File: src/inc/thl_pkg.sv
// Package for the hardware-limit timer control block.
// Assumes byte addresses on a 32-bit Avalon-MM slave and an 8-bit count.
package thl_pkg;

  // Bus geometry and register byte offsets.
  localparam int          ADDR_W   = 5;
  localparam int          DATA_W   = 32;
  localparam logic [4:0]  OFS_HLC  = 5'h00;
  localparam logic [4:0]  OFS_SRC  = 5'h04;
  localparam logic [4:0]  OFS_CON  = 5'h08;
  localparam logic [4:0]  OFS_PER  = 5'h0c;
  localparam logic [4:0]  OFS_CNT  = 5'h10;
  localparam logic [4:0]  OFS_STAT = 5'h14;

  // Field positions.
  localparam int PSC_SYNC_BIT = 7;
  localparam int EDGE_SEL_BIT = 6;
  localparam int EN_SYNC_BIT  = 5;
  localparam int MODE_MSB     = 4;
  localparam int SRC_SEL_MSB  = 4;
  localparam int ON_BIT     = 7;
  localparam int STAT_RUN   = 0;
  localparam int STAT_ON    = 1;
  localparam int STAT_EXT   = 2;

  // Reset values.
  localparam logic [7:0] HLC_RST     = 8'h00;
  localparam logic [4:0] SRC_SEL_RST = 5'h00;
  localparam logic [7:0] PER_RST     = 8'hff;
  localparam logic [7:0] CNT_RST     = 8'h00;

  // Mode codes with special start, stop and reset behaviour.
  localparam logic [4:0] MODE_EDGE_RISE = 5'h11;
  localparam logic [4:0] MODE_EDGE_FALL = 5'h12;
  localparam logic [4:0] MODE_EDGE_BOTH = 5'h13;
  localparam logic [4:0] MODE_LVL_LOW   = 5'h16;
  localparam logic [4:0] MODE_LVL_HIGH  = 5'h17;

  // Reset source codes: first code of each group.
  localparam logic [4:0] SRC_PIN    = 5'h00;
  localparam logic [4:0] SRC_TMR_LO = 5'h01;
  localparam logic [4:0] SRC_CCP_LO = 5'h05;
  localparam logic [4:0] SRC_PWM_LO = 5'h09;
  localparam logic [4:0] SRC_CMP_LO = 5'h11;
  localparam logic [4:0] SRC_ZCD    = 5'h19;
  localparam logic [4:0] SRC_LC_LO  = 5'h1a;
  localparam logic [4:0] SRC_RSV_LO = 5'h1e;

  // Depth of the enable synchroniser, in timer input clocks.
  localparam int ENSYNC_DEPTH = 2;

  // Timer sequencing states.
  typedef enum logic [2:0] {
    ST_OFF = 3'b001,
    ST_ARM = 3'b010,
    ST_RUN = 3'b100
  } thl_state_e;

endpackage

File: src/core/thl_core.sv
// Hardware-limit control and external reset selection for an 8-bit period timer.
// Assumes timer_input_clock_i is a level synchronous to clk_i, and
// instr_clk_en_i is a one-cycle tick marking each instruction clock.
//
// The register offsets and the Avalon-MM slave port were decided locally.
`timescale 1ns/10ps
module thl_core
  import thl_pkg::*;
#(
  parameter int         CNT_W    = 8,
  parameter logic [4:0] OWN_CODE = 5'h01
) (
  input  wire logic              clk_i,
  input  wire logic              rst_i,
  input  wire logic              ce_i,
  input  wire logic [ADDR_W-1:0] avs_address_i,
  input  wire logic              avs_read_i,
  input  wire logic              avs_write_i,
  input  wire logic [DATA_W-1:0] avs_writedata_i,
  input  wire logic [3:0]        avs_byteenable_i,
  output logic      [DATA_W-1:0] avs_readdata_o,
  output logic                   avs_waitrequest_o,
  input  wire logic              timer_input_clock_i,
  input  wire logic              instr_clk_en_i,
  input  wire logic              sleep_i,
  input  wire logic              timer_input_pin_select_i,
  input  wire logic [3:0]        other_timer_postscaled_out_i,
  input  wire logic [3:0]        capture_compare_out_i,
  input  wire logic [7:0]        pulse_width_out_i,
  input  wire logic [7:0]        synced_comparator_out_i,
  input  wire logic              zero_cross_out_i,
  input  wire logic [3:0]        logic_cell_out_i,
  output logic      [CNT_W-1:0]  timer_count_o,
  output logic                   timer_match_o,
  output logic                   timer_running_o
);

  // Software-visible registers.
  logic [7:0]       hardware_limit_control;
  logic [4:0]       external_reset_select;
  logic             on_bit;
  logic [CNT_W-1:0] period_value;
  logic [7:0]       next_hardware_limit_control;
  logic [4:0]       next_external_reset_select;
  logic             next_on_bit;
  logic [CNT_W-1:0] next_period_value;

  // Timer state.
  thl_state_e                state;
  thl_state_e                next_state;
  logic [CNT_W-1:0]          timer_count;
  logic [CNT_W-1:0]          next_timer_count;
  logic                      prev_clk;
  logic                      next_prev_clk;
  logic                      pend;
  logic                      next_pend;
  logic [ENSYNC_DEPTH-1:0]   en_pipe;
  logic [ENSYNC_DEPTH-1:0]   next_en_pipe;
  logic                      ext_prev;
  logic                      next_ext_prev;
  logic                      match;
  logic                      next_match;
  logic                      running;
  logic                      next_running;

  // Bus answer state.
  logic [DATA_W-1:0] readdata;
  logic [DATA_W-1:0] next_readdata;
  logic              waitreq;
  logic              next_waitreq;

  // Decoded control fields and helper terms.
  logic             prescaler_sync_enable;
  logic             clock_edge_select;
  logic             enable_sync_enable;
  logic [4:0]       mode_code;
  logic             edge_mode;
  logic             level_mode;
  logic             raw_tick;
  logic             instr_ok;
  logic             cnt_tick;
  logic             on_eff;
  logic             ext_raw;
  logic             ext_sync;
  logic             ext_at_reset;
  logic             ext_edge_hit;
  logic             one_shot_done;
  logic             bus_req;
  logic             wr_take;
  logic [DATA_W-1:0] rd_mux;

  // Field decode of the hardware-limit control register.
  assign prescaler_sync_enable = hardware_limit_control[PSC_SYNC_BIT];
  assign clock_edge_select     = hardware_limit_control[EDGE_SEL_BIT];
  assign enable_sync_enable    = hardware_limit_control[EN_SYNC_BIT];
  assign mode_code             = hardware_limit_control[MODE_MSB:0];

  assign edge_mode  = (mode_code == MODE_EDGE_RISE) || (mode_code == MODE_EDGE_FALL) ||
                      (mode_code == MODE_EDGE_BOTH);
  assign level_mode = (mode_code == MODE_LVL_LOW) || (mode_code == MODE_LVL_HIGH);

  // Source selection happens before synchronisation so that a code change
  // glitch is filtered the same way as a real edge on the source.
  thl_src_sel #(
    .OWN_CODE (OWN_CODE)
  ) u_src_sel (
    .code_i (external_reset_select),
    .pin_i  (timer_input_pin_select_i),
    .tmr_i  (other_timer_postscaled_out_i),
    .ccp_i  (capture_compare_out_i),
    .pwm_i  (pulse_width_out_i),
    .cmp_i  (synced_comparator_out_i),
    .zcd_i  (zero_cross_out_i),
    .lc_i   (logic_cell_out_i),
    .src_o  (ext_raw)
  );

  // Sources come from unrelated logic, so they are retimed before use.
  thl_sync2 #(
    .WIDTH (1)
  ) u_ext_sync (
    .clk_i (clk_i),
    .rst_i (rst_i),
    .ce_i  (ce_i),
    .d_i   (ext_raw),
    .q_o   (ext_sync)
  );

  // Input clock edge of the chosen polarity; this is the prescaler output
  // at a ratio of one, since the prescaler itself lives elsewhere.
  assign raw_tick = clock_edge_select ? (prev_clk && !timer_input_clock_i)
                                      : (!prev_clk && timer_input_clock_i);

  // The instruction clock stops in sleep, so a retimed timer stops with it.
  assign instr_ok = instr_clk_en_i && !sleep_i;

  // Retimed ticks only step the count on an instruction clock, so a read
  // never sees the count mid-change with respect to the processor.
  assign cnt_tick = prescaler_sync_enable ? (pend && instr_ok) : raw_tick;

  // The enable either acts at once or after passing two input clock edges.
  assign on_eff = enable_sync_enable ? en_pipe[ENSYNC_DEPTH-1] : on_bit;

  // External reset level and edge terms for the special modes.
  assign ext_at_reset = (mode_code == MODE_LVL_LOW) ? !ext_sync : ext_sync;

  always_comb begin
    unique case (mode_code)
      MODE_EDGE_RISE: ext_edge_hit = ext_sync && !ext_prev;
      MODE_EDGE_FALL: ext_edge_hit = !ext_sync && ext_prev;
      default:        ext_edge_hit = ext_sync ^ ext_prev;
    endcase
  end

  // A level one-shot that reaches its period gives the enable back.
  assign one_shot_done = level_mode && (state == ST_RUN) && !ext_at_reset && cnt_tick &&
                         (timer_count == period_value);

  // Bus decode: a write with byte lane 0 enabled takes effect in the cycle its waitrequest is low.
  assign bus_req = avs_read_i || avs_write_i;
  assign wr_take = avs_write_i && !waitreq && avs_byteenable_i[0];

  // Read multiplexer; unmapped addresses read as zero.
  always_comb begin
    rd_mux = '0;
    unique case (avs_address_i)
      OFS_HLC:  rd_mux[7:0] = hardware_limit_control;
      OFS_SRC:  rd_mux[SRC_SEL_MSB:0] = external_reset_select;
      OFS_CON:  rd_mux[ON_BIT] = on_bit;
      OFS_PER:  rd_mux[CNT_W-1:0] = period_value;
      OFS_CNT:  rd_mux[CNT_W-1:0] = timer_count;
      OFS_STAT: begin
        rd_mux[STAT_RUN] = running;
        rd_mux[STAT_ON]  = on_eff;
        rd_mux[STAT_EXT] = ext_sync;
      end
      default:  rd_mux = '0;
    endcase
  end

  // Register file next values; a software write of the enable wins over
  // a hardware clear landing in the same cycle.
  always_comb begin
    next_hardware_limit_control = hardware_limit_control;
    next_external_reset_select  = external_reset_select;
    next_on_bit                 = on_bit;
    next_period_value           = period_value;
    if (ce_i) begin
      if (one_shot_done) begin
        next_on_bit = 1'b0;
      end
      if (wr_take) begin
        unique case (avs_address_i)
          OFS_HLC:  next_hardware_limit_control = avs_writedata_i[7:0];
          OFS_SRC:  next_external_reset_select = avs_writedata_i[SRC_SEL_MSB:0];
          OFS_CON:  next_on_bit = avs_writedata_i[ON_BIT];
          OFS_PER:  next_period_value = avs_writedata_i[CNT_W-1:0];
          default:  next_on_bit = next_on_bit;
        endcase
      end
    end
  end

  always_ff @(posedge clk_i) begin
    if (rst_i) begin
      hardware_limit_control <= HLC_RST;
      external_reset_select  <= SRC_SEL_RST;
      on_bit                 <= 1'b0;
      period_value           <= PER_RST[CNT_W-1:0];
    end else begin
      hardware_limit_control <= next_hardware_limit_control;
      external_reset_select  <= next_external_reset_select;
      on_bit                 <= next_on_bit;
      period_value           <= next_period_value;
    end
  end

  // Timer sequencing. Disabling halts the count where it stands, except in
  // the level one-shot modes, which hold the count in reset while off.
  always_comb begin
    next_state       = state;
    next_timer_count = timer_count;
    next_prev_clk    = prev_clk;
    next_pend        = pend;
    next_en_pipe     = en_pipe;
    next_ext_prev    = ext_prev;
    next_match       = match;
    next_running     = running;
    if (ce_i) begin
      next_prev_clk = timer_input_clock_i;
      next_ext_prev = ext_sync;
      next_match    = 1'b0;
      // The enable shifts in only on input clock edges. The stages stay clear
      // while retiming is off, so turning it on never acts on a stale enable.
      if (!enable_sync_enable) begin
        next_en_pipe = '0;
      end else if (raw_tick) begin
        next_en_pipe = {en_pipe[ENSYNC_DEPTH-2:0], on_bit};
      end
      // A new edge arriving as the pending one is consumed stays pending.
      next_pend = prescaler_sync_enable && ((pend && !instr_ok) || raw_tick);
      if (!on_eff) begin
        next_state = ST_OFF;
        next_pend  = 1'b0;
        if (level_mode) begin
          next_timer_count = '0;
        end
      end else begin
        unique case (state)
          ST_OFF: begin
            next_state = edge_mode ? ST_ARM : ST_RUN;
          end
          ST_ARM: begin
            if (edge_mode && ext_edge_hit) begin
              next_state = ST_RUN;
            end
          end
          ST_RUN: begin
            if (level_mode && ext_at_reset) begin
              next_timer_count = '0;
            end else if (cnt_tick) begin
              if (timer_count == period_value) begin
                next_timer_count = '0;
                next_match       = 1'b1;
                if (edge_mode || level_mode) begin
                  next_state = ST_ARM;
                end
              end else begin
                next_timer_count = timer_count + 1'b1;
              end
            end
          end
        endcase
      end
      next_running = (next_state == ST_RUN);
    end
  end

  always_ff @(posedge clk_i) begin
    if (rst_i) begin
      state       <= ST_OFF;
      timer_count <= CNT_RST[CNT_W-1:0];
      prev_clk    <= 1'b0;
      pend        <= 1'b0;
      en_pipe     <= '0;
      ext_prev    <= 1'b0;
      match       <= 1'b0;
      running     <= 1'b0;
    end else begin
      state       <= next_state;
      timer_count <= next_timer_count;
      prev_clk    <= next_prev_clk;
      pend        <= next_pend;
      en_pipe     <= next_en_pipe;
      ext_prev    <= next_ext_prev;
      match       <= next_match;
      running     <= next_running;
    end
  end

  // Bus answer: waitrequest idles high and drops for exactly one cycle
  // after a request is seen. This costs a cycle per access but keeps the
  // read data and waitrequest straight from flops.
  always_comb begin
    next_waitreq  = waitreq;
    next_readdata = readdata;
    if (ce_i) begin
      next_waitreq = 1'b1;
      if (bus_req && waitreq) begin
        next_waitreq  = 1'b0;
        next_readdata = avs_read_i ? rd_mux : '0;
      end
    end
  end

  always_ff @(posedge clk_i) begin
    if (rst_i) begin
      waitreq  <= 1'b1;
      readdata <= '0;
    end else begin
      waitreq  <= next_waitreq;
      readdata <= next_readdata;
    end
  end

  // Outputs are taken straight from flops.
  assign avs_waitrequest_o = waitreq;
  assign avs_readdata_o    = readdata;
  assign timer_count_o     = timer_count;
  assign timer_match_o     = match;
  assign timer_running_o   = running;

endmodule

File: src/core/thl_sync2.sv
// Two-flop level synchroniser.
// Assumes the input may change at any time relative to clk_i.
`timescale 1ns/10ps
module thl_sync2 #(
  parameter int WIDTH = 1
) (
  input  wire logic             clk_i,
  input  wire logic             rst_i,
  input  wire logic             ce_i,
  input  wire logic [WIDTH-1:0] d_i,
  output logic      [WIDTH-1:0] q_o
);

  logic [WIDTH-1:0] meta;
  logic [WIDTH-1:0] next_meta;
  logic [WIDTH-1:0] next_q;

  // The first stage feeds only the second stage.
  always_comb begin
    next_meta = ce_i ? d_i : meta;
    next_q    = ce_i ? meta : q_o;
  end

  // Both stages clear together on reset.
  always_ff @(posedge clk_i) begin
    if (rst_i) begin
      meta <= '0;
      q_o  <= '0;
    end else begin
      meta <= next_meta;
      q_o  <= next_q;
    end
  end

endmodule

File: src/core/thl_src_sel.sv
// Selector for the timer's external reset source.
// Assumes all source signals are plain levels from on-chip logic or a pin.
`timescale 1ns/10ps
module thl_src_sel
  import thl_pkg::*;
#(
  parameter logic [4:0] OWN_CODE = 5'h01
) (
  input  wire logic [4:0] code_i,
  input  wire logic       pin_i,
  input  wire logic [3:0] tmr_i,
  input  wire logic [3:0] ccp_i,
  input  wire logic [7:0] pwm_i,
  input  wire logic [7:0] cmp_i,
  input  wire logic       zcd_i,
  input  wire logic [3:0] lc_i,
  output logic            src_o
);

  logic [31:0] src_vec;

  // Sources packed in code order; the top two codes are reserved and read low.
  assign src_vec = {2'b00, lc_i, zcd_i, cmp_i, pwm_i, ccp_i, tmr_i, pin_i};

  // A timer never resets itself from its own output, so that code is dead.
  always_comb begin
    if (code_i == OWN_CODE || code_i >= SRC_RSV_LO) begin
      src_o = 1'b0;
    end else begin
      src_o = src_vec[code_i];
    end
  end

endmodule

File: config.mk
export PLATFORM = sky130hd
export DESIGN_NAME = thl_core
export DESIGN_NICKNAME = d
export VERILOG_FILES = /design/src/inc/thl_pkg.sv /design/src/core/thl_core.sv /design/src/core/thl_sync2.sv /design/src/core/thl_src_sel.sv
export SDC_FILE = /design/constraint.sdc
export NUM_CORES = 1
export LEC_CHECK = 0
export ABC_AREA = 1
export BUFFER_PORTS_ARGS = -buffer_cell sky130_fd_sc_hd__buf_2
export CAP_MARGIN = 10
export CORE_ASPECT_RATIO = 1.75
export CORE_MARGIN = 2
export CORE_UTILIZATION = 49
export DETAILED_ROUTE_END_ITERATION = 8
export PLACE_DENSITY = 0.89
export SLEW_MARGIN = 20
export SYNTH_ARGS = -nofsm -noshare
export SYNTH_HDL_FRONTEND = slang
export SYNTH_SLANG_ARGS = --single-unit
File: constraint.sdc
create_clock -name clk_i -period 2.2 [get_ports clk_i]
set_clock_uncertainty 0.15 [all_clocks]
set_input_delay 0.55 -clock clk_i [delete_from_list [all_inputs] [get_ports clk_i]]
set_output_delay 0.55 -clock clk_i [all_outputs]
set_load 0.01 [all_outputs]
======== Word-level counts from Yosys, hierarchy flattened ========
Index checks and enable logic that the tools add are counted.
operators by class
  add/subtract/negate cells ............... 1
  multiply operators ...................... 0
  divide/modulo/power cells ............... 0
  $lt $le $gt $ge ......................... 2
  eq/ne operators ......................... 19
  shift-type cells ........................ 0
  multiplexer cells ....................... 40
  bitwise gates (word level) .............. 1
  reductions and logical operators ........ 40
operators by type and width
  kind                                                                           count
  8-bit 2-to-1 mux                                                               7
  5-bit == test (second input constant)                                          7
  3-bit 2-to-1 mux                                                               8
  1-bit logical AND                                                              17
  1-bit 2-to-1 mux                                                               16
  3-bit one-hot mux with 5 select lines                                          1
  5-bit by 4-bit == test with 1-bit output (second input constant)               2
  3-bit one-hot mux with 3 select lines                                          1
  3-bit AND reduction                                                            3
  8-bit by 1-bit adder with 8-bit output (second input constant)                 1
  8-bit == test                                                                  1
  1-bit logical NOT                                                              8
  2-bit one-hot mux with 4 select lines                                          1
  1-bit logical OR                                                               7
  3-bit == test (second input constant)                                          2
  5-bit by 6-bit less-than comparator with 1-bit output (second input constant)  1
  2-bit one-hot mux with 3 select lines                                          1
  1-bit binary-select mux with 5-bit select                                      1
  5-bit by 1-bit == test with 1-bit output (second input constant)               1
  5-bit by 3-bit == test with 1-bit output (second input constant)               1
  5-bit >= comparator (second input constant)                                    1
  5-bit logical NOT                                                              1
  2-bit 2-to-1 mux                                                               2
  2-bit by 1-bit != test with 1-bit output (second input constant)               2
  9 further kinds                                                                10
word-level totals
  flip-flop bits (word level) ............. 75
  bits in latches ......................... 0
  RAM bits ................................ 0
  bits in read-only memories .............. 0
  input port bits ......................... 79
  output and inout port bits .............. 43
  memories kept ........................... 0

======== Depth between registers and ports, before layout ========
Gate-level depths: netlist (run 1).
  depth in word-level cells ............... 12
  depth in mapped cells ................... 15
  gate-level depth less buffers ........... 15

======== By module ========
From an unflattened synthesis (run 1), not the netlist that was laid out.
second synthesis, totals
  cell total of the unflattened synthesis .. 544
  area total of the unflattened synthesis .. 3388.2 sq um
by module, submodules not included
  module       instances  cells an instance  area an instance (sq um)  sequential area each (sq um)
  thl_core     1          432                2835.2                    980.9
  thl_src_sel  1          99                 471.7                     0.0
  thl_sync2    1          13                 81.3                      40.0

======== Least setup slack after synthesis (run 1) ========
OpenSTA, ideal clock, no wires.
  path kind ............................... input-to-reg
  start point ............................. input ce_i
  end point ............................... register hardware_limit_control[0]
  setup time .............................. 0.121 ns
  arrival time ............................ 1.649 ns
  data required time ...................... 1.929 ns
  setup slack ............................. 0.280 ns
  stages .................................. 9
  buffers on the path ..................... 2
  path through ............................ buf_2 clkinv_1 nor2_1 inv_1 nor2_2 inv_1 buf_2 o21ai_0 a21oi_1
between the ends
  cells in the longest elaborated chain, start to end .. 1
RTL lines
  what                                  RTL line         source
  start: declaration                    thl_core.sv:15   input wire logic ce_i,
  3-bit AND reduction (no source line)  --
  end signal: assignment                thl_core.sv:211  hardware_limit_control <= next_hardware_limit_control;
  end: declaration                      thl_core.sv:39   logic [7:0] hardware_limit_control;
Every way passes these cells.
A chain may end at the register's enable or synchronous reset.

======== Worst setup path in the final report (run 1) ========
  start point ............................. register hardware_limit_control[5]
  end point ............................... register timer_count[7] (netlist: timer_count_o[7])
between the ends
  cells in the longest elaborated chain, start to end .. 3
  elaborated cells between the ends (all ways) .. 6
RTL lines
  what                                                                                     RTL line         source
  1-bit 2-to-1 mux *                                                                       thl_core.sv:142  assign on_eff = enable_sync_enable ? en_pipe[ENSYNC_DEPTH-1] : on_bit;
  3-bit by 2-bit != test with 1-bit output (no source line), or another cell as far along  --
  4-bit AND reduction (no source line)                                                     --
  end signal: assignment                                                                   thl_core.sv:282  timer_count <= CNT_RST[CNT_W-1:0];
  end signal: assignment                                                                   thl_core.sv:291  timer_count <= next_timer_count;
  end: declaration                                                                         thl_core.sv:51   logic [CNT_W-1:0] timer_count;
Every way passes the cells marked *; elsewhere a longest branch is shown, timed or not.

==> out/summary.txt, run 1 <==
Status = completed
Critical path class = reg2reg
Netlist cell types = 34
Root Buffer = clkbuf_8
Main combinational cell family by area after synthesis = simple AND/OR/NAND/NOR gates
Hold Crit Class = reg2reg
Hold Vio Cnt, Final = 0
Tmin final = 1.988 ns
Mapped Cells = 485
Post-DP HPWL = 6983 um
Worst vdd ir = 0.4978 mV
CTS buffer count = 5
Vias in the first global route = 3,459
Critical Path End Type = flop
Initial core utilization = 50.58%
First-pass GRT wire length = 14,330 um
Latest clock arrival within the worst-skew pair = 0.32 ns
Data arrival, critical path = 2.06 ns
Worst hold slack = 0.3155 ns
Initial DRC Count = 247
Post-Route Utilization = 58.72%
Global-route usage over all layers = 25.85%
Critical Path RT = 2.27 ns
Global route overflow = 0
Dpl cell area = 3538 sq um
Period utilization = 90.36%
Setup violators final = 0
Final net count = 642
Pwr/cell area = 503.9 nW/um^2
Synthesis Warnings = 0
Vias per cell = 5.351
Row cnt = 38
Post-CTS Hold Fix Bufs = 0
Via Count = 3,430
Post-synthesis cell area = 3151 sq um
Ant. Diodes = 0
RSZ-0062 raised after global routing = no
Max Cap Viol = 0
CTS Sinks = 51
Htree depth = 2
Core Region = 6228 sq um
Die footprint = 7113 sq um
Initial antenna violation count = 0
Max clock buf depth = 2
Mean Syn Cell Area = 6.496 sq um
Area growth syn-to-layout = 16.08%
ANT nets after route = 0
Pin count of the biggest net entering global routing = 32
Residual DRC count = 0
Synth Area in Compound Gates = 17.43%
Adder-Cell Fraction of Synth Area = 1.191%
Post-Layout Inst Area = 3657 sq um
Clock slew at reported path FFs = 0.09 ns
Port bufs = 70
Slew Viols, Final = 0
Sequential area share after synthesis = 32.41%
Simple-Gate Fraction of Synth Area = 32.21%
Setup bufs post-CTS = 0
Worst Path Max Fanout = 11
Die height = 110.1 um
Startpoint types = flop
Setup TNS = 0 ns
CTS tree = built
Post-synthesis xor/xnor area fraction = 1.906%
Layout cells sized above 1 = 19.61%
Post-synthesis mux area share = 0%
First-pass DRT Iterations = 4
Final WL = 8670 um
Io pins = 122
Max Clk Rate = 503.1 MHz
GPL Wtd Cong = 0.9269
Register bit count reported by yosys = 51
Lkg Pwr = 1.684 nW
Wire per inst = 13.53 um
Die width = 64.62 um
cell families (layout without fill, tap and decap cells):
logic type / count (synthesis) / after routing
flip-flops: 51 / 51
adder cells (fa/ha/maj): 3 / 3
buffers and inverters: 96 / 149
XOR/XNOR: 6 / 6
AO/OA/AOI/OAI: 99 / 99
other: 1 / 24
AND/OR/NAND/NOR: 229 / 229
power breakdown:
group | leakage, nW | internal, mW | switching, mW | total (mW)
Clock | 0.0612 | 0.368 | 0.314 | 0.682
Combinational | 1.21 | 0.0787 | 0.136 | 0.215
Sequential | 0.413 | 0.935 | 0.0107 | 0.946
metal layers:
layer | vias up | global-route usage, % | wire [um]
li1 | 1690 | - | -
met1 | 1552 | 23.72 | 3015
met2 | 139 | 49.70 | 4667
met3 | 49 | 4.467 | 449
met4 | 0 | 19.30 | 539
met5 | - | 0 | 0
per-stage QoR:
| stage | power (mW) | worst slack, ns | instances |
|---|---|---|---|
| final | 1.843 | 0.2122 | 641 |
| after global routing | 1.909 | 0.05230 | 641 |
| after CTS | 1.846 | 0.1506 | 641 |
| after detailed placement | 1.178 | 0.07736 | 633 |
| after global placement | 1.170 | 0.1421 | 633 |
| after floorplan | 1.117 | 0.2798 | 508 |
placed cells by master, fill, tap and decap left out, types with 2 or more instances in the layout:
cell,count
a21oi_1,35
buf_2,70
buf_4,13
clkbuf_8,6
clkinv_1,2
conb_1,24
dfxtp_1,50
ha_1,3
inv_1,53
inv_2,3
nand2_1,111
nand2_2,5
nand2_4,2
nand3_1,42
nand4_1,9
nor2_1,46
nor2_2,3
nor3_1,5
o2111ai_1,3
o211ai_1,10
o21ai_0,43
o221ai_1,2
o22ai_1,4
xnor2_1,5
cell usage after synthesis, drive strengths merged:
library cell    n  area share [%]
a21oi          35             5.6
buf            30             6.9
clkbuf          8            0.95
clkinv          2            0.24
conb            1            0.12
dfxtp          51              32
ha              3             1.2
inv            56             6.7
nand2         118              15
nand3          43             7.0
nand3b          1            0.24
nand4           9             1.8
nor2           50             6.4
nor3            7             1.6
nor4            1            0.20
o2111ai         3            0.83
o211a           1            0.32
o211ai         10             2.4
o21ai          44             7.0
o221ai          2            0.56
o22ai           4            0.79
xnor2           5             1.4
xor2            1            0.52
final cells by class:
type / count / area (sq um)
Inverter: 58 / 217.7
Fill cell: 601 / 2571
Sequential cell: 51 / 1022
Clock inverter: 2 / 35.03
Clock buffer: 6 / 82.58
Timing Repair Buffer: 83 / 447.9
Tap cell: 80 / 100.1
Multi-Input combinational cell: 361 / 1752
sequential cells by signal, summed over array words and instances, names as in the netlist, 2 cells and up:
name	flops
timer_count_o	8
external_reset_select	5
period_value	8
state	3
en_pipe	2
hardware_limit_control	8
avs_readdata_o	8
path summary, 6_finish.rpt:
path              depth (start not counted)  slack [ns]           endpoint                      start
setup / recovery                         13        0.21   timer_count_o[7]  hardware_limit_control[5]
hold / removal                            2        0.32  avs_readdata_o[5]          avs_readdata_o[5]
setup reg to reg                         13        0.21   timer_count_o[7]  hardware_limit_control[5]
hold reg to reg                           2        0.32  avs_readdata_o[5]          avs_readdata_o[5]
worst max-delay path, stage by stage (launching register included):
cell	delay, ns
dfxtp_1	0.44
inv_2	0.07
nand2_1	0.07
nand2_2	0.09
inv_1	0.14
nor2_1	0.07
nor2_2	0.23
nand2_4	0.07
inv_2	0.16
nand2_1	0.12
nand2_2	0.14
inv_1	0.05
nand2_1	0.06
inv_1	0.03
what timing repair did:
| action | CTS | global route |
|---|---|---|
| setup endpoints to repair | 0 | 1 |
| resized for setup | 0 | 1 |
| hold endpoints to repair | 0 | 0 |
Note: power is estimated with default switching activity, not from simulation.
==> run 2: changes to the inputs <==
--- a/config.mk
+++ b/config.mk
@@ -11,6 +11,7 @@
 export CORE_ASPECT_RATIO = 1.75
 export CORE_MARGIN = 2
 export CORE_UTILIZATION = 49
+export CTS_BUF_LIST = sky130_fd_sc_hd__clkbuf_16
 export DETAILED_ROUTE_END_ITERATION = 8
 export PLACE_DENSITY = 0.89
 export SLEW_MARGIN = 20
==> run 2 against run 1 <==
- routed wire length up 1.2%
- first-iteration DRC count fell by 19%
- final cell count stayed put
- fmax is 0.17% lower
- via count is 1.7% higher
- non-clock buffer count unchanged
- sequential share of layout area fell by 0.35 points
- clock-buffer cell count down 1
- power up 10%
- utilization grew 0.74 points
- setup slack worse by 0.0035 ns
- largest cell class unchanged
- sequential cell count unchanged
==> out/summary.txt, run 2 (synthesis gave the netlist of run 1 again) <==
Critical path class = reg2reg (unchanged)
Sequential share of power = 46.6% (was 51.3%)
Via Count = 3,488 (was 3,430)
Root Buffer = clkbuf_16 (was clkbuf_8)
Max clock buf depth = 2 (unchanged)
Total net switching power = 0.4881 mW (was 0.4610 mW)
Total Power = 2.033 mW (was 1.843 mW)
Core Region = 6228 sq um (unchanged)
Most common cell after layout, fill and taps aside = nand2_1 (unchanged)
Hold Crit Class = reg2reg (unchanged)
Residual DRC count = 0 (unchanged)
ANT nets after route = 0 (unchanged)
CTS Sinks = 51 (unchanged)
Worst vdd ir = 0.4559 mV (was 0.4978 mV)
Data arrival, critical path = 2.04 ns (was 2.06 ns)
Post-CTS Hold Fix Bufs = 0 (unchanged)
Wire per inst = 13.69 um (was 13.53 um)
Worst hold slack = 0.3139 ns (was 0.3155 ns)
Most frequent cells in the layout = nand2_1, buf_2, inv_1 (unchanged)
Status = completed (unchanged)
Global route overflow = 0 (unchanged)
Fin cells = 641 (unchanged)
Vias in the first global route = 3,430 (was 3,459)
Slew Viols, Final = 0 (unchanged)
Switching Share = 24.00% (was 25.02%)
Row cnt = 38 (unchanged)
First-pass DRT Iterations = 4 (unchanged)
Setup TNS = 0 ns (unchanged)
Htree depth = 2 (unchanged)
Critical Path End Type = flop (unchanged)
Startpoint types = flop (unchanged)
Die height = 110.1 um (unchanged)
Pin count of the biggest net entering global routing = 32 (unchanged)
GPL Wtd Cong = 0.9269 (unchanged)
Die footprint = 7113 sq um (unchanged)
Final WL = 8775 um (was 8670 um)
Worst Path Max Fanout = 11 (unchanged)
Critical Path RT = 2.25 ns (was 2.27 ns)
RSZ-0062 raised after global routing = no (unchanged)
Die width = 64.62 um (unchanged)
Area growth syn-to-layout = 17.55% (was 16.08%)
Lkg Pwr = 1.704 nW (was 1.684 nW)
Post-DP HPWL = 6983 um (unchanged)
Ant. Diodes = 0 (unchanged)
Layout cells sized above 1 = 19.43% (was 19.61%)
Vias per cell = 5.441 (was 5.351)
CTS buffer count = 5 (unchanged)
Period utilization = 90.51% (was 90.36%)
Clock slew at reported path FFs = 0.07 ns (was 0.09 ns)
Latest clock arrival within the worst-skew pair = 0.30 ns (was 0.32 ns)
DP Cell Count = 633 (unchanged)
Setup violators final = 0 (unchanged)
Initial DRC Count = 199 (was 247)
Max Clk Rate = 502.2 MHz (was 503.1 MHz)
Gate power share = 10.5% (was 11.7%)
Global-route usage over all layers = 26.23% (was 25.85%)
Initial core utilization = 50.58% (unchanged)
Io pins = 122 (unchanged)
CTS tree = built (unchanged)
Initial antenna violation count = 0 (unchanged)
Port bufs = 70 (unchanged)
Final net count = 642 (unchanged)
Pwr/cell area = 549.0 nW/um^2 (was 503.9 nW/um^2)
Hold Vio Cnt, Final = 0 (unchanged)
Clock share of power = 42.9% (was 37.0%)
Internal Power = 1.545 mW (was 1.382 mW)
Tmin final = 1.991 ns (was 1.988 ns)
First-pass GRT wire length = 14,550 um (was 14,330 um)
Max Cap Viol = 0 (unchanged)
## run 2: cell count changes in the layout (fill, tap and decap cells not counted), sizes merged
cell / previous run / this run
clkinv: 3 / 4
clkbuf: 6 / 5
## run 2: worst paths after layout
| check | start | to | slack (ns) | depth (start not counted) |
|---|---|---|---|---|
| worst min-delay path | avs_readdata_o[5] | avs_readdata_o[5] | 0.31 | 2 |
| worst max register to register | hardware_limit_control[5] | timer_count_o[7] | 0.21 | 13 |
| worst max-delay path | hardware_limit_control[5] | timer_count_o[7] | 0.21 | 13 |
| worst min register to register | avs_readdata_o[5] | avs_readdata_o[5] | 0.31 | 2 |
## run 2: cell type report
class	count	area, sq um
clock buffers	5	125.1
inverters	58	217.7
multi-input cells	361	1752
fillers	602	2525
clock inverters	3	38.79
well taps	80	100.1
repair buffers	83	447.9
flip-flops and latches	51	1022
## run 2: metrics by stage
| step | setup slack [ns] | utilization [%] | instance area [sq um] |
|---|---|---|---|
| floorplan | 0.2798 | - | 3237 |
| CTS | 0.1567 | 59.44 | 3702 |
| global placement | 0.1421 | 56.81 | 3538 |
| finish | 0.2087 | 59.46 | 3704 |
| detailed placement | 0.07736 | 56.81 | 3538 |
| global route | 0.05819 | 59.46 | 3704 |
## run 2: worst max-delay path, cell delays in order (launching register included)
cell	delay [ns]
dfxtp_1	0.43
inv_2	0.07
nand2_1	0.07
nand2_2	0.10
inv_1	0.14
nor2_1	0.07
nor2_2	0.23
nand2_4	0.07
inv_2	0.16
nand2_1	0.12
nand2_2	0.14
inv_1	0.05
nand2_1	0.06
inv_1	0.03
## run 2: per-layer routing
metal	wire, um	up-vias	global-route usage [%]
met5	0	-	0
met3	481	53	4.264
met4	568	0	18.69
li1	-	1697	-
met1	3035	1582	24.78
met2	4690	156	50.22
## run 2: what timing repair did
item                       4_1_cts  5_1_grt
gates resized for setup          0        1
buffers inserted                 0        0
setup endpoints to repair        0        1
## run 2: power groups by stage
stage | Combinational (mW) | Clock (mW) | Sequential [mW]
after global routing | 0.240 | 0.913 | 0.947
after CTS | 0.212 | 0.878 | 0.946
final | 0.214 | 0.872 | 0.947
after floorplan | 0.151 | 0 | 0.967
after global placement | 0.203 | 0 | 0.966
after detailed placement | 0.210 | 0 | 0.967
==> run 3: changes to the inputs <==
--- a/config.mk
+++ b/config.mk
@@ -13,7 +13,7 @@
 export CORE_UTILIZATION = 49
 export CTS_BUF_LIST = sky130_fd_sc_hd__clkbuf_16
 export DETAILED_ROUTE_END_ITERATION = 8
-export PLACE_DENSITY = 0.89
+export PLACE_DENSITY = 0.8
 export SLEW_MARGIN = 20
 export SYNTH_ARGS = -nofsm -noshare
 export SYNTH_HDL_FRONTEND = slang
==> run 3 against run 2 <==
- setup slack better by 0.030 ns
- final area down 1.0%
- power down 6.3%
- register-to-register slack better by 0.03 ns
- critical endpoint unchanged
- global-route usage down 0.66 points
- sequential share of layout area up 0.25 points
- sequential power about the same
- highest routed layer unchanged
- fmax up 1.5%
- first-iteration DRC count unchanged
==> out/summary.txt, run 3 (synthesis gave the netlist of run 1 again) <==
Final net count = 640 (was 642)
Data arrival, critical path = 2.01 ns (was 2.04 ns)
Pin count of the biggest net entering global routing = 28 (was 32)
Initial DRC Count = 199 (unchanged)
Die width = 64.62 um (unchanged)
Slew Viols, Final = 0 (unchanged)
Vias per cell = 5.299 (was 5.441)
Via Count = 3,386 (was 3,488)
Setup TNS = 0 ns (unchanged)
Max Clk Rate = 509.7 MHz (was 502.2 MHz)
Dpl cell area = 3523 sq um (was 3538 sq um)
Initial core utilization = 50.58% (unchanged)
Switching Share = 25.15% (was 24.00%)
Layout cells sized above 1 = 18.78% (was 19.43%)
Fin cells = 639 (was 641)
Initial antenna violation count = 0 (unchanged)
Clock share of power = 39.3% (was 42.9%)
Worst Path Max Fanout = 11 (unchanged)
Max clock buf depth = 2 (unchanged)
Startpoint types = flop (unchanged)
Post-Route Utilization = 58.86% (was 59.46%)
Pwr/cell area = 519.5 nW/um^2 (was 549.0 nW/um^2)
Most common cell after layout, fill and taps aside = nand2_1 (unchanged)
Port bufs = 70 (unchanged)
Setup violators final = 0 (unchanged)
Residual DRC count = 0 (unchanged)
Clock slew at reported path FFs = 0.06 ns (was 0.07 ns)
Internal Power = 1.426 mW (was 1.545 mW)
Hold Crit Class = reg2reg (unchanged)
Critical Path End Type = flop (unchanged)
Io pins = 122 (unchanged)
Core Region = 6228 sq um (unchanged)
CTS Sinks = 51 (unchanged)
Most frequent cells in the layout = nand2_1, buf_2, inv_1 (unchanged)
Max Cap Viol = 0 (unchanged)
Global route overflow = 0 (unchanged)
Post-Layout Inst Area = 3666 sq um (was 3704 sq um)
Flop2flop setup slack = 0.24 ns (was 0.21 ns)
Final WL = 8510 um (was 8775 um)
Tmin final = 1.962 ns (was 1.991 ns)
Total net switching power = 0.4791 mW (was 0.4881 mW)
Sequential share of power = 49.7% (was 46.6%)
RSZ-0062 raised after global routing = no (unchanged)
Status = completed (unchanged)
Lkg Pwr = 1.677 nW (was 1.704 nW)
First-pass DRT Iterations = 5 (was 4)
Global-route usage over all layers = 25.58% (was 26.23%)
Critical Path RT = 2.24 ns (was 2.25 ns)
Root Buffer = clkbuf_16 (unchanged)
Multi-input gate area = 1752 sq um (unchanged)
Latest clock arrival within the worst-skew pair = 0.29 ns (was 0.30 ns)
Die footprint = 7113 sq um (unchanged)
Critical path class = reg2reg (unchanged)
Vias in the first global route = 3,198 (was 3,430)
DP Cell Count = 631 (was 633)
# fillers = 638 (was 602)
First-pass GRT wire length = 14,310 um (was 14,550 um)
Htree depth = 2 (unchanged)
Gate power share = 11.0% (was 10.5%)
Period utilization = 89.17% (was 90.51%)
CTS tree = built (unchanged)
Register area = 1021 sq um (was 1022 sq um)
Ant. Diodes = 0 (unchanged)
CTS buffer count = 5 (unchanged)
Worst hold slack = 0.3135 ns (was 0.3139 ns)
Post-CTS Hold Fix Bufs = 0 (unchanged)
Post-DP HPWL = 6824 um (was 6983 um)
ANT nets after route = 0 (unchanged)
Worst vdd ir = 0.5098 mV (was 0.4559 mV)
Area growth syn-to-layout = 16.36% (was 17.55%)
Wire per inst = 13.32 um (was 13.69 um)
GPL Wtd Cong = 0.9007 (was 0.9269)
Row cnt = 38 (unchanged)
Hold Vio Cnt, Final = 0 (unchanged)
Die height = 110.1 um (unchanged)
run 3: changes by cell type in the layout (fill, tap and decap cells not counted), sizes merged:
cell      delta
buf          -2
bufinv       -1
clkinvlp     +1
run 3: power groups by stage:
stage / Sequential [mW] / Combinational (mW) / Clock (mW)
after global routing: 0.947 / 0.237 / 0.793
after detailed placement: 0.967 / 0.206 / 0
after CTS: 0.946 / 0.207 / 0.757
after floorplan: 0.967 / 0.151 / 0
after global placement: 0.966 / 0.200 / 0
final: 0.946 / 0.210 / 0.749
run 3: final timing paths:
| kind | from | end | cells after the start |
|---|---|---|---|
| max | hardware_limit_control[2] | timer_count_o[7] | 13 |
| min reg2reg | avs_readdata_o[3] | avs_readdata_o[3] | 2 |
| max reg2reg | hardware_limit_control[2] | timer_count_o[7] | 13 |
| min | avs_readdata_o[3] | avs_readdata_o[3] | 2 |
run 3: area by class of cell:
cell class                      count  area share, %
Clock buffer                        5          3.413
Inverter                           58          6.007
Sequential cell                    51          27.85
Timing Repair Buffer               81          11.81
Multi-Input combinational cell    361          47.78
Tap cell                           80          2.730
Clock inverter                      3         0.4096
run 3: metrics by stage:
step | setup WS, ns | power, mW
after floorplan | 0.2798 | 1.117
after global placement | 0.1073 | 1.166
after detailed placement | 0.06663 | 1.173
after CTS | 0.1660 | 1.910
after global routing | 0.05067 | 1.978
final | 0.2382 | 1.905
run 3: worst max-delay path: stages (launching register included):
cell and delay [ns]:
dfxtp_1 0.39, nand2_1 0.11, nor2_4 0.15, nand2_2 0.08, xor2_2 0.17, nand2_2 0.14, nand2_4 0.10, nand2_4 0.08
inv_4 0.12, nand2_1 0.10, nand2_2 0.13, inv_1 0.06, nand2_1 0.06, inv_1 0.03
run 3: what timing repair did:
action / CTS / global route
setup buffers: 0 / 0
resized for setup: 0 / 1
endpoints found under the setup margin: 0 / 1
hold endpoints to repair: 0 / 0
run 3: per-layer routing:
metal | up-vias | part of all wire [%] | wire (um) | global-route usage, %
li1 | 1686 | - | - | -
met1 | 1561 | 37 | 3130 | 27.84
met3 | 26 | 4.6 | 393 | 2.538
met2 | 113 | 55 | 4648 | 48.14
met4 | 0 | 4.0 | 337 | 13.53
met5 | - | 0 | 0 | 0
